### src/tcc_pkg.sv
// Constants, register map and helpers for the timer capture and compare block
package tcc_pkg;

  // Register byte offsets
  localparam logic [5:0] TCC_OFF_CTRL_A = 6'h00;
  localparam logic [5:0] TCC_OFF_CTRL_B = 6'h04;
  localparam logic [5:0] TCC_OFF_CTRL_C = 6'h08;
  localparam logic [5:0] TCC_OFF_CNT_L  = 6'h0C;
  localparam logic [5:0] TCC_OFF_CNT_H  = 6'h10;
  localparam logic [5:0] TCC_OFF_CAP_L  = 6'h14;
  localparam logic [5:0] TCC_OFF_CAP_H  = 6'h18;
  localparam logic [1:0][5:0] TCC_OFF_CMP_L = {6'h24, 6'h1C};
  localparam logic [1:0][5:0] TCC_OFF_CMP_H = {6'h28, 6'h20};
  localparam logic [5:0] TCC_OFF_IRQ_EN = 6'h2C;
  localparam logic [5:0] TCC_OFF_FLAGS  = 6'h30;

  // Field positions
  localparam int TCC_B_COM_A   = 6;
  localparam int TCC_B_COM_B   = 4;
  localparam int TCC_B_FILT    = 7;
  localparam int TCC_B_EDGE    = 6;
  localparam int TCC_B_SRC     = 5;
  localparam int TCC_B_WGM_HI  = 3;
  localparam int TCC_B_FORCE_A = 7;
  localparam int TCC_B_CAP_F   = 5;
  localparam int TCC_B_CMP_F   = 1;

  // Clock select codes
  localparam logic [2:0] TCC_CS_STOP  = 3'h0;
  localparam logic [2:0] TCC_CS_DIV1  = 3'h1;
  localparam logic [2:0] TCC_CS_DIV8  = 3'h2;
  localparam logic [2:0] TCC_CS_DIV64 = 3'h3;
  localparam logic [2:0] TCC_CS_D256  = 3'h4;
  localparam logic [2:0] TCC_CS_D1024 = 3'h5;
  localparam logic [2:0] TCC_CS_EXTF  = 3'h6;

  localparam int         TCC_FILT_LEN = 4;
  localparam logic [15:0] TCC_MAX     = 16'hFFFF;
  localparam logic [7:0]  TCC_RST     = 8'h00;

  // Waveform mode classes
  function automatic logic tcc_is_pwm(input logic [3:0] m);
    return !(m == 4'h0 || m == 4'h4 || m == 4'hC || m == 4'hD);
  endfunction

  function automatic logic tcc_is_dual(input logic [3:0] m);
    return (m >= 4'h1 && m <= 4'h3) || (m >= 4'h8 && m <= 4'hB);
  endfunction

  function automatic logic tcc_cap_top(input logic [3:0] m);
    return m == 4'h8 || m == 4'hA || m == 4'hC || m == 4'hE;
  endfunction

  function automatic logic tcc_upd_bot(input logic [3:0] m);
    return m == 4'h8 || m == 4'h9;
  endfunction

  function automatic logic [15:0] tcc_top_val(input logic [3:0] m,
                                              input logic [15:0] cmpa,
                                              input logic [15:0] cap);
    logic [15:0] t;
    t = TCC_MAX;
    unique case (m)
      4'h1, 4'h5: t = 16'h00FF;
      4'h2, 4'h6: t = 16'h01FF;
      4'h3, 4'h7: t = 16'h03FF;
      4'h4, 4'h9, 4'hB, 4'hF: t = cmpa;
      4'h8, 4'hA, 4'hC, 4'hE: t = cap;
      default: t = TCC_MAX;
    endcase
    return t;
  endfunction

endpackage

### src/tcc_top.sv
// Timer capture front end and two compare units behind an Avalon-MM slave
// Notes on behaviour
// - Changing capture source may capture; software clears the flag afterwards.
// - Enabled filter adds four system clocks before the edge detector.
// - Filter and detector always active; capture blocked while capture value sets TOP.
// - A software-driven edge on the capture pin captures like any edge.
// - Filter output changes only after four equal samples; detector uses it.
// - Filter enable bit in control B; clear means bypass.
// - Filter runs on the system clock, independent of prescaler.
// - Every capture overwrites the capture value, read or not.
// - Counter equal to compare value sets flag at timer tick.
// - Flag plus enable requests interrupt; cleared by service or writing one.
// - Compare A may set the counter TOP.
// - Compare value double buffered in the twelve PWM modes only.
// - Buffer moves to active compare value at TOP or BOTTOM.
// - CPU reaches buffer when buffered, active value otherwise.
// - Compare high byte reads directly, not through temp byte.
// - High byte goes to temp; low write loads both bytes together.
// - Force strobe in non-PWM modes acts on output, no flag, no counter.
// - Counter write blocks all matches at the next timer tick.
// - Writing counter equal to variable TOP skips TOP; counter runs on.
// - Compare output state survives waveform mode changes.
// - Output action bits are unbuffered and act at once.
// - Capture copies counter and sets capture flag in same cycle.
// - Capture low read copies high byte to temp; high read returns temp.
// - CPU counter write beats count or clear in that cycle.
// - Output action zero leaves compare output unchanged on match.
`timescale 1ns/10ps
module tcc_top
  import tcc_pkg::*;
(
  // Clock and reset
  input  wire logic        clk,
  input  wire logic        rst_n,
  // Avalon-MM slave
  input  wire logic [5:0]  avs_address,
  input  wire logic        avs_read,
  input  wire logic        avs_write,
  input  wire logic [31:0] avs_writedata,
  input  wire logic [3:0]  avs_byteenable,
  output logic      [31:0] avs_readdata,
  output logic             avs_waitrequest,
  // Event and count inputs
  input  wire logic        capture_input_a,
  input  wire logic        capture_input_b,
  input  wire logic        external_count_input,
  // Interrupt service acknowledges
  input  wire logic        capture_irq_ack,
  input  wire logic        compare_irq_ack_a,
  input  wire logic        compare_irq_ack_b,
  // Requests and compare outputs
  output logic             capture_irq,
  output logic             compare_irq_a,
  output logic             compare_irq_b,
  output logic             compare_output_a,
  output logic             compare_output_b
);

  typedef struct packed {
    logic             waitreq;
    logic [7:0]       rdata;
    logic [7:0]       temp;
    logic [15:0]      cnt;
    logic             dir_up;
    logic             blk;
    logic [15:0]      cap;
    logic [1:0][15:0] ocr;
    logic [1:0][15:0] obuf;
    logic [1:0]       oc;
    logic [1:0][1:0]  com;
    logic [3:0]       wgm;
    logic [2:0]       cs;
    logic             filt_en;
    logic             edge_sel;
    logic             src_sel;
    logic             cap_ie;
    logic [1:0]       cmp_ie;
    logic             cap_f;
    logic [1:0]       cmp_f;
    logic             cap_irq;
    logic [1:0]       cmp_irq;
    logic [9:0]       pre;
    logic [2:0]       ext_s;
    logic [1:0]       cap_s;
    logic [3:0]       fsh;
    logic             fout;
    logic             det_prev;
  } tcc_state_s;

  tcc_state_s s_r;
  tcc_state_s s_nxt;

  logic        wr_go;
  logic        rd_go;
  logic [7:0]  wd;
  logic [15:0] top;
  logic        pwm;
  logic        dual;
  logic        tick;
  logic        filt_val;
  logic        det_in;
  logic        edge_hit;
  logic        at_top;
  logic        at_bot;
  logic [1:0]  ack;

  // Output action on a compare match
  function automatic logic match_act(input logic [1:0] com, input logic oc,
                                     input logic p, input logic d,
                                     input logic up);
    logic r;
    r = oc;
    if (!p)
    begin
      unique case (com)
        2'h1: r = ~oc;
        2'h2: r = 1'b0;
        2'h3: r = 1'b1;
        default: r = oc;
      endcase
    end
    else if (d)
    begin
      if (com == 2'h2)
        r = !up;
      else if (com == 2'h3)
        r = up;
    end
    else
    begin
      if (com == 2'h2)
        r = 1'b1;
      else if (com == 2'h3)
        r = 1'b0;
    end
    return r;
  endfunction

  always_comb
  begin
    s_nxt    = s_r;
    wr_go    = avs_write && !s_r.waitreq && avs_byteenable[0];
    rd_go    = avs_read && s_r.waitreq;
    wd       = avs_writedata[7:0];
    top      = tcc_top_val(s_r.wgm, s_r.ocr[0], s_r.cap);
    pwm      = tcc_is_pwm(s_r.wgm);
    dual     = tcc_is_dual(s_r.wgm);
    ack      = {compare_irq_ack_b, compare_irq_ack_a};
    at_top   = (s_r.cnt == top) && !s_r.blk;
    at_bot   = s_r.cnt == 16'h0000;

    // Bus handshake: one wait cycle per request
    s_nxt.waitreq = !((avs_read || avs_write) && s_r.waitreq);

    // Flag clears first so a same-cycle event wins
    // Service or write-one clear
    if (capture_irq_ack)
      s_nxt.cap_f = 1'b0;
    for (int i = 0; i < 2; i++)
    begin
      if (ack[i])
        s_nxt.cmp_f[i] = 1'b0;
    end
    if (wr_go && avs_address == TCC_OFF_FLAGS)
    begin
      if (wd[TCC_B_CAP_F])
        s_nxt.cap_f = 1'b0;
      for (int i = 0; i < 2; i++)
      begin
        if (wd[TCC_B_CMP_F + i])
          s_nxt.cmp_f[i] = 1'b0;
      end
    end

    // Timer clock from prescaler or external input
    s_nxt.pre   = s_r.pre + 10'h001;
    s_nxt.ext_s = {s_r.ext_s[1:0], external_count_input};
    unique case (s_r.cs)
      TCC_CS_STOP:  tick = 1'b0;
      TCC_CS_DIV1:  tick = 1'b1;
      TCC_CS_DIV8:  tick = &s_r.pre[2:0];
      TCC_CS_DIV64: tick = &s_r.pre[5:0];
      TCC_CS_D256:  tick = &s_r.pre[7:0];
      TCC_CS_D1024: tick = &s_r.pre;
      TCC_CS_EXTF:  tick = !s_r.ext_s[1] && s_r.ext_s[2];
      default:      tick = s_r.ext_s[1] && !s_r.ext_s[2];
    endcase

    s_nxt.cap_s = {s_r.cap_s[0], s_r.src_sel ? capture_input_b : capture_input_a};

    s_nxt.fsh = {s_r.fsh[2:0], s_r.cap_s[1]};
    filt_val  = (&s_r.fsh || ~|s_r.fsh) ? s_r.fsh[TCC_FILT_LEN-1] : s_r.fout;
    s_nxt.fout = filt_val;
    det_in         = s_r.filt_en ? filt_val : s_r.cap_s[1];
    s_nxt.det_prev = det_in;
    edge_hit = s_r.edge_sel ? (det_in && !s_r.det_prev) : (!det_in && s_r.det_prev);

    if (edge_hit && !tcc_cap_top(s_r.wgm))
    begin
      s_nxt.cap   = s_r.cnt;
      s_nxt.cap_f = 1'b1;
    end

    if (tick)
    begin
      s_nxt.blk = 1'b0;
      if (dual)
      begin
        if (s_r.dir_up)
        begin
          if (at_top)
          begin
            s_nxt.dir_up = 1'b0;
            s_nxt.cnt    = s_r.cnt - 16'h0001;
          end
          else
            s_nxt.cnt = s_r.cnt + 16'h0001;
        end
        else if (at_bot)
        begin
          s_nxt.dir_up = 1'b1;
          s_nxt.cnt    = s_r.cnt + 16'h0001;
        end
        else
          s_nxt.cnt = s_r.cnt - 16'h0001;
      end
      else
        s_nxt.cnt = at_top ? 16'h0000 : s_r.cnt + 16'h0001;

      for (int i = 0; i < 2; i++)
      begin
        if (s_r.cnt == s_r.ocr[i] && !s_r.blk)
        begin
          s_nxt.cmp_f[i] = 1'b1;
          s_nxt.oc[i] = match_act(s_r.com[i], s_r.oc[i], pwm, dual, s_r.dir_up);
        end
        if (pwm && !dual && at_top)
        begin
          if (s_r.com[i] == 2'h2)
            s_nxt.oc[i] = 1'b0;
          else if (s_r.com[i] == 2'h3)
            s_nxt.oc[i] = 1'b1;
        end
        // Buffer update at TOP or BOTTOM
        if (pwm && (tcc_upd_bot(s_r.wgm) ? at_bot : at_top))
          s_nxt.ocr[i] = s_r.obuf[i];
      end
    end

    // Register writes
    if (wr_go)
    begin
      unique case (avs_address)
        TCC_OFF_CTRL_A:
        begin
          // Output state untouched by mode change
          s_nxt.com[0]   = wd[TCC_B_COM_A +: 2];
          s_nxt.com[1]   = wd[TCC_B_COM_B +: 2];
          s_nxt.wgm[1:0] = wd[1:0];
        end
        TCC_OFF_CTRL_B:
        begin
          s_nxt.filt_en  = wd[TCC_B_FILT];
          s_nxt.edge_sel = wd[TCC_B_EDGE];
          s_nxt.src_sel  = wd[TCC_B_SRC];
          s_nxt.wgm[3:2] = wd[TCC_B_WGM_HI +: 2];
          s_nxt.cs       = wd[2:0];
        end
        TCC_OFF_CTRL_C:
        begin
          for (int i = 0; i < 2; i++)
          begin
            if (wd[TCC_B_FORCE_A - i] && !pwm)
              s_nxt.oc[i] = match_act(s_r.com[i], s_r.oc[i], 1'b0, 1'b0, 1'b1);
          end
        end
        TCC_OFF_CNT_L:
        begin
          s_nxt.cnt = {s_r.temp, wd};
          s_nxt.blk = 1'b1;
        end
        TCC_OFF_CAP_L:
        begin
          if (tcc_cap_top(s_r.wgm))
            s_nxt.cap = {s_r.temp, wd};
        end
        TCC_OFF_CNT_H, TCC_OFF_CAP_H, TCC_OFF_CMP_H[0], TCC_OFF_CMP_H[1]:
        begin
          s_nxt.temp = wd;
        end
        TCC_OFF_IRQ_EN:
        begin
          s_nxt.cap_ie = wd[TCC_B_CAP_F];
          s_nxt.cmp_ie = wd[TCC_B_CMP_F +: 2];
        end
        default:
        begin
          for (int i = 0; i < 2; i++)
          begin
            if (avs_address == TCC_OFF_CMP_L[i])
            begin
              if (pwm)
                s_nxt.obuf[i] = {s_r.temp, wd};
              else
                s_nxt.ocr[i] = {s_r.temp, wd};
            end
          end
        end
      endcase
    end

    // Register reads, captured on the first request cycle
    if (rd_go)
    begin
      s_nxt.rdata = TCC_RST;
      unique case (avs_address)
        TCC_OFF_CTRL_A:
          s_nxt.rdata = {s_r.com[0], s_r.com[1], 2'h0, s_r.wgm[1:0]};
        TCC_OFF_CTRL_B:
          s_nxt.rdata = {s_r.filt_en, s_r.edge_sel, s_r.src_sel, s_r.wgm[3:2], s_r.cs};
        TCC_OFF_CNT_L:
        begin
          s_nxt.rdata = s_r.cnt[7:0];
          s_nxt.temp  = s_r.cnt[15:8];
        end
        TCC_OFF_CAP_L:
        begin
          s_nxt.rdata = s_r.cap[7:0];
          s_nxt.temp  = s_r.cap[15:8];
        end
        TCC_OFF_CNT_H, TCC_OFF_CAP_H:
          s_nxt.rdata = s_r.temp;
        TCC_OFF_IRQ_EN:
          s_nxt.rdata = {2'h0, s_r.cap_ie, 2'h0, s_r.cmp_ie, 1'b0};
        TCC_OFF_FLAGS:
          s_nxt.rdata = {2'h0, s_r.cap_f, 2'h0, s_r.cmp_f, 1'b0};
        default:
        begin
          for (int i = 0; i < 2; i++)
          begin
            if (avs_address == TCC_OFF_CMP_L[i])
              s_nxt.rdata = pwm ? s_r.obuf[i][7:0] : s_r.ocr[i][7:0];
            if (avs_address == TCC_OFF_CMP_H[i])
              s_nxt.rdata = pwm ? s_r.obuf[i][15:8] : s_r.ocr[i][15:8];
          end
        end
      endcase
    end

    // Request when flag and enable set
    s_nxt.cap_irq = s_nxt.cap_f && s_nxt.cap_ie;
    s_nxt.cmp_irq = s_nxt.cmp_f & s_nxt.cmp_ie;
  end

  always_ff @(posedge clk or negedge rst_n)
  begin
    if (!rst_n)
    begin
      s_r         <= '0;
      s_r.waitreq <= 1'b1;
      s_r.dir_up  <= 1'b1;
    end
    else
      s_r <= s_nxt;
  end

  assign avs_readdata     = {24'h000000, s_r.rdata};
  assign avs_waitrequest  = s_r.waitreq;
  assign capture_irq      = s_r.cap_irq;
  assign compare_irq_a    = s_r.cmp_irq[0];
  assign compare_irq_b    = s_r.cmp_irq[1];
  assign compare_output_a = s_r.oc[0];
  assign compare_output_b = s_r.oc[1];

endmodule

### config.mk
export PLATFORM = sky130hd
export DESIGN_NAME = tcc_top
export DESIGN_NICKNAME = d
export VERILOG_FILES = /design/src/tcc_pkg.sv /design/src/tcc_top.sv
export SDC_FILE = /design/constraint.sdc
export NUM_CORES = 1
export LEC_CHECK = 0
export ABC_AREA = 1
export BUFFER_PORTS_ARGS = -buffer_cell sky130_fd_sc_hd__buf_4
export CAP_MARGIN = 20
export CORE_ASPECT_RATIO = 1.1
export CORE_MARGIN = 3
export CORE_UTILIZATION = 50
export DETAILED_ROUTE_END_ITERATION = 16
export HOLD_SLACK_MARGIN = 0.05
export PLACE_DENSITY = 0.68
export REMOVE_ABC_BUFFERS = 1
export SYNTH_ARGS = -nofsm -noshare
export SYNTH_HDL_FRONTEND = slang
export SYNTH_SLANG_ARGS = --single-unit
### constraint.sdc
create_clock -name clk -period 3.2 [get_ports clk]
set_input_delay 0.48 -clock clk [delete_from_list [all_inputs] [get_ports clk]]
set_output_delay 0.48 -clock clk [all_outputs]
set_load 0.005 [all_outputs]
### Yosys cells after proc, flatten, opt, wreduce, memory -nomap -nowiden

Index checks and enable logic that the tools add are counted.

* bits in registers: 161
* input bits: 52
* output and inout port bits: 38
* word-level logic and storage cells: 241

* add/sub/neg operators: 3
* magnitude comparators: 4
* equal/unequal tests: 42
* mux-type cells: 89
* bitwise gates (word level): 5
* reduce and logical (&&, ||, !) cells: 66

Operator list (count)
* two-way mux 16 bit: 18
* two-way mux 100 bit: 1
* two-way mux 8 bit: 10
* one-hot mux 16 bit (5 select lines): 1
* two-way mux 64 bit: 1
* one-hot mux 8 bit (7 select lines): 1
* == test 16 bit: 3
* two-way mux 1 bit: 40
* == test 4 bit (second input constant): 8
* two-way mux 32 bit: 1
* == test 6 bit (second input constant): 5
* == test 6 x 5 -> 1 bit (second input constant): 4
* two-way mux 24 bit: 1
* logical AND 1 bit: 21
* two-way mux 18 bit: 1
* two-way mux 17 bit: 1
* adder 16 x 1 -> 16 bit (second input constant): 1
* == test 4 x 3 -> 1 bit (second input constant): 4
* logical NOT 16 bit: 1
* one-hot mux 8 bit (2 select lines): 1
* OR reduction 4 bit: 4
* subtractor 16 x 1 -> 16 bit (second input constant): 1
* == test 6 x 4 -> 1 bit (second input constant): 2
* logical NOT 1 bit: 12
* other kinds (33): 66

### Depth between registers and ports, before layout

* depth after elaboration: 14
* gate-level depth with buffers: 21
* mapped depth without buffers: 20

### Least setup slack after synthesis

No wires, ideal clock.

* path kind: reg-to-reg
* from: reg s_r[129] (netlist name)
* to: reg s_r[94] (netlist name)
* setup time: 0.118 ns
* data arrival time: 2.358 ns
* required time: 3.082 ns
* path slack: 0.725 ns
* cell stages (with the launch flop): 14
* buffers on the path: 2
* period minus slack after synthesis: 2.475 ns
* cell sequence: dfrtp_1 > inv_1 > ha_1 > nand4_1 > nor3_2 > nand4_1 > nor2_1 > o21ai_0 > nor2_2 > nand2_4 > buf_6 > buf_6 > a21oi_1 > nor2_1

RTL lines
* from (decl): line tcc_top.sv:90 `tcc_state_s s_r;`
* from (signal assigned): line tcc_top.sv:364 `s_r <= s_nxt;`

==> summary.txt <==
Worst setup path
  – Worst Setup Start Kind: flip-flop
  – Arrival time at the worst endpoint: roughly 3.3 ns
  – Critical Path RT: around 3.6 ns
  – Worst Path Max Fanout: 17
  – R2R depth: 13
  – Crit path capture type: flip-flop
  – WS Path Type: reg2reg

Global routing
  – Gr usage total: about a third
  – Largest net degree at the start of global routing: between 80 and 90
  – First-pass GRT wire length: 53.6 mm
  – Initial antenna violation count: 0
  – Number of global-route vias before repair: ~9400
  – Grt total ovfl: 0

Clocking
  – Clk Latency, worst-skew pair: 0.44 ns
  – Root buffer cell: clkbuf_16
  – Post-CTS sizing: 0
  – Clk slew on worst S/H paths: 0.08 ns
  – CTS max path bufs: 2
  – Post-CTS Setup Bufs: 0
  – TritonCTS clock tree: done
  – Post-CTS Hold Fix Bufs: 0
  – H-tree depth: 4
  – Clock sinks: 161
  – CTS buffer count: 17

Timing
  – RSZ-0062 raised after global routing: no
  – Slew @ Worst Pin: ~0.8 ns
  – Hold slack: 0.0579 ns
  – Final min period: between 2 and 3 ns
  – Period utilization: slightly above 90%
  – Maximum clock rate: 340 MHz
  – Clock Skews: between 0.01 and 0.015 ns
  – Final setup margin: 0.257 ns
  – Final Hold Viols: 0
  – Setup Viol. Count Final: 0
  – Relative slew slack: between 40% and 50%
  – Slew Viols, Final: 0

Placement
  – GP Congestion: between 0.9 and 1
  – Number of port buffers: 38
  – Dpl ws: between 0.3 and 0.4 ns
  – Dpl hpwl: between 20 and 30 mm
  – Dpl cells: between 1500 and 2000
  – Area post-placement: between 10000 and 15000 um2

Cells and area
  – Layout Cells excl Fill: approximately 1700
  – Filler instances: roughly 1900
  – Layout Nets: between 1500 and 2000
  – Final Core Density: a little under three fifths
  – Most common library cell in the layout ignoring fill and taps: nand2_1
  – Layout cells sized above 1: between 10% and 20%
  – Final instance area: approximately 11000 um2
  – Area grow syn2layout: 11.1%
  – # diodes: 0
  – Most frequent cells in the layout: nand2_1 (296), dfrtp_1 (159), inv_1 (146)

Floorplanning
  – Initial Utilization: about half
  – # rows: between 50 and 60
  – Core Box Area: ~20000 um2
  – Die span in x: 143 um
  – Die span in y: between 150 and 200 um
  – Die Footprint: between 20000 and 25000 um2
  – Num ports: 90

Power
  – Seq pwr share: a little under two fifths
  – Comb pwr share: 33.1%
  – NetSw: roughly 2.9 mW
  – Peak supply drop: roughly 0.37 mV
  – Lkg Pwr: ~5.3 nW
  – Sw Share: between 40% and 50%
  – Int Pwr: approximately 4.3 mW
  – Clock Power Share: between 20% and 30%
  – Pwr per Cell Area: between 600 and 700 nW/um2

Detailed routing
  – Initial drt markers: ~1300
  – Initial DRT Pass Iterations: 6
  – Post-Route WL: around 35 mm
  – WL/cell: ~20 um
  – Post-route ant nets: 0
  – Routed via count: 10300
  – DR DRC count: 0
  – Avg Vias per Cell: approximately 6

Logic synthesis
  – Ys Warns: 0
  – Leading area contributor after synthesis: dfrtp_1
  – Post-Synthesis Cells: approximately 1400
  – FF+latch count, synth: approximately 160
  – Synth top area cells: dfrtp_1 (39%), nand2_1 (11%), o21ai_0 (6.5%)
  – Async S/R FF share, synth: 100%
  – Mapped Area: 10300 um2
  – Top FF cell, synth: dfrtp_1
  – Syn avg cell area: a little over 7 um2
  – Netlist cell types: between 50 and 60
  – Yosys top cell area share: 38.6%
  – Post-synth EDFFs: 0
  – Register area share after synthesis: between 30% and 40%

Run status
  – Status: complete, no violations

Run
  – Max-capacitance violation count: 0

Worst hold path
  – HP Class: in2async
-- final timing paths --
| check | start | end | slack, ns |
|---|---|---|---|
| worst max-delay path | s_r[129] | s_r[108] | 0.26 |
| worst min-delay path | rst_n | s_r[13] | 0.06 |
| worst max register to register | s_r[129] | s_r[108] | 0.26 |
| worst min register to register | s_nxt[7] | s_nxt[2] | 0.35 |
| max in group asynchronous | rst_n | s_r[138] | 2.27 |
| min in group clk | external_count_input | s_nxt[9] | 0.14 |
-- area by class of cell --
type | instances | area, um2 | share of cell area (%)
well taps | 252 | 315 | 2.75
inverters | 153 | 574 | 5.01
multi-input cells | 1034 | 5240 | 45.7
repair buffers | 85 | 692 | 6.04
clock buffers | 17 | 425 | 3.71
clock inverters | 15 | 184 | 1.60
flip-flops and latches | 161 | 4030 | 35.2
-- sequential cells by signal, indices dropped and copies added, names as in the netlist --
name and cells:
compare_output_a 1, s_r 140, compare_irq_a 1, compare_irq_b 1, avs_waitrequest 1, avs_readdata 8
s_nxt 7, capture_irq 1, compare_output_b 1
-- stage by stage --
stage | power [mW] | setup TNS, ns
2_1_floorplan | 4.15 | -3.02
3_3_place_gp | 5.01 | 0
3_5_place_dp | 5.05 | 0
4_1_cts | 7.15 | 0
5_1_grt | 7.58 | 0
6_report | 7.19 | 0
-- logic make-up after synthesis --
group	Yosys count	synth area share, %
AO/OA/AOI/OAI	353	19.5
adder cells (fa/ha/maj)	4	0.485
multiplexers	2	0.218
other	1	0.0363
XOR/XNOR	44	3.73
buffers and inverters	254	11.1
AND/OR/NAND/NOR	607	26.0
flip-flops	161	39.1
-- cell usage after synthesis, types with 4 or more instances --
cell type / number
nand2_1: 296
inv_1: 146
a21oi_2: 7
nand3_1: 83
or2_2: 5
buf_1: 5
a22oi_1: 15
a221oi_1: 6
buf_2: 9
o211ai_1: 14
buf_6: 7
nand2_2: 4
o21ai_0: 134
nor4_1: 8
xor2_1: 31
clkinv_1: 4
dfrtp_1: 159
a21o_1: 5
nand4_1: 39
nor3_1: 15
nand2_4: 4
xnor2_1: 13
buf_4: 33
ha_1: 4
a211oi_1: 7
clkbuf_1: 47
nor2_1: 133
nand3b_1: 8
o21ai_1: 27
a21oi_1: 83
a31oi_1: 19
o22ai_1: 27
-- critical path, cell delays in order, from the launching register on --
cell	delay (ns)
dfrtp_1	0.38
inv_1	0.08
ha_1	0.22
nand4_1	0.25
nor3_2	0.28
nand4_1	0.18
nor2_1	0.35
o21ai_0	0.27
nor2_2	0.26
nand2_4	0.08
buf_4	0.21
o21ai_1	0.13
a21oi_1	0.05
nor2_1	0.11
-- power by group through the flow --
stage | sequential, mW | clock (mW) | combinational [mW]
3_3_place_gp | 2.71 | 0 | 2.30
2_1_floorplan | 2.69 | 0 | 1.45
5_1_grt | 2.72 | 2.21 | 2.64
3_5_place_dp | 2.71 | 0 | 2.33
6_report | 2.70 | 2.11 | 2.38
4_1_cts | 2.68 | 2.13 | 2.34
-- per-layer routing --
metal	GRT usage (%)	share of wire [%]	wire length, um	vias up
li1	-	-	-	4785
met1	43.0	40	14100	4873
met2	48.6	46	16000	533
met3	5.29	9.1	3180	92
met4	14.9	4.7	1620	0
met5	0	0	0	-
(Power assumes the default switching activity.)
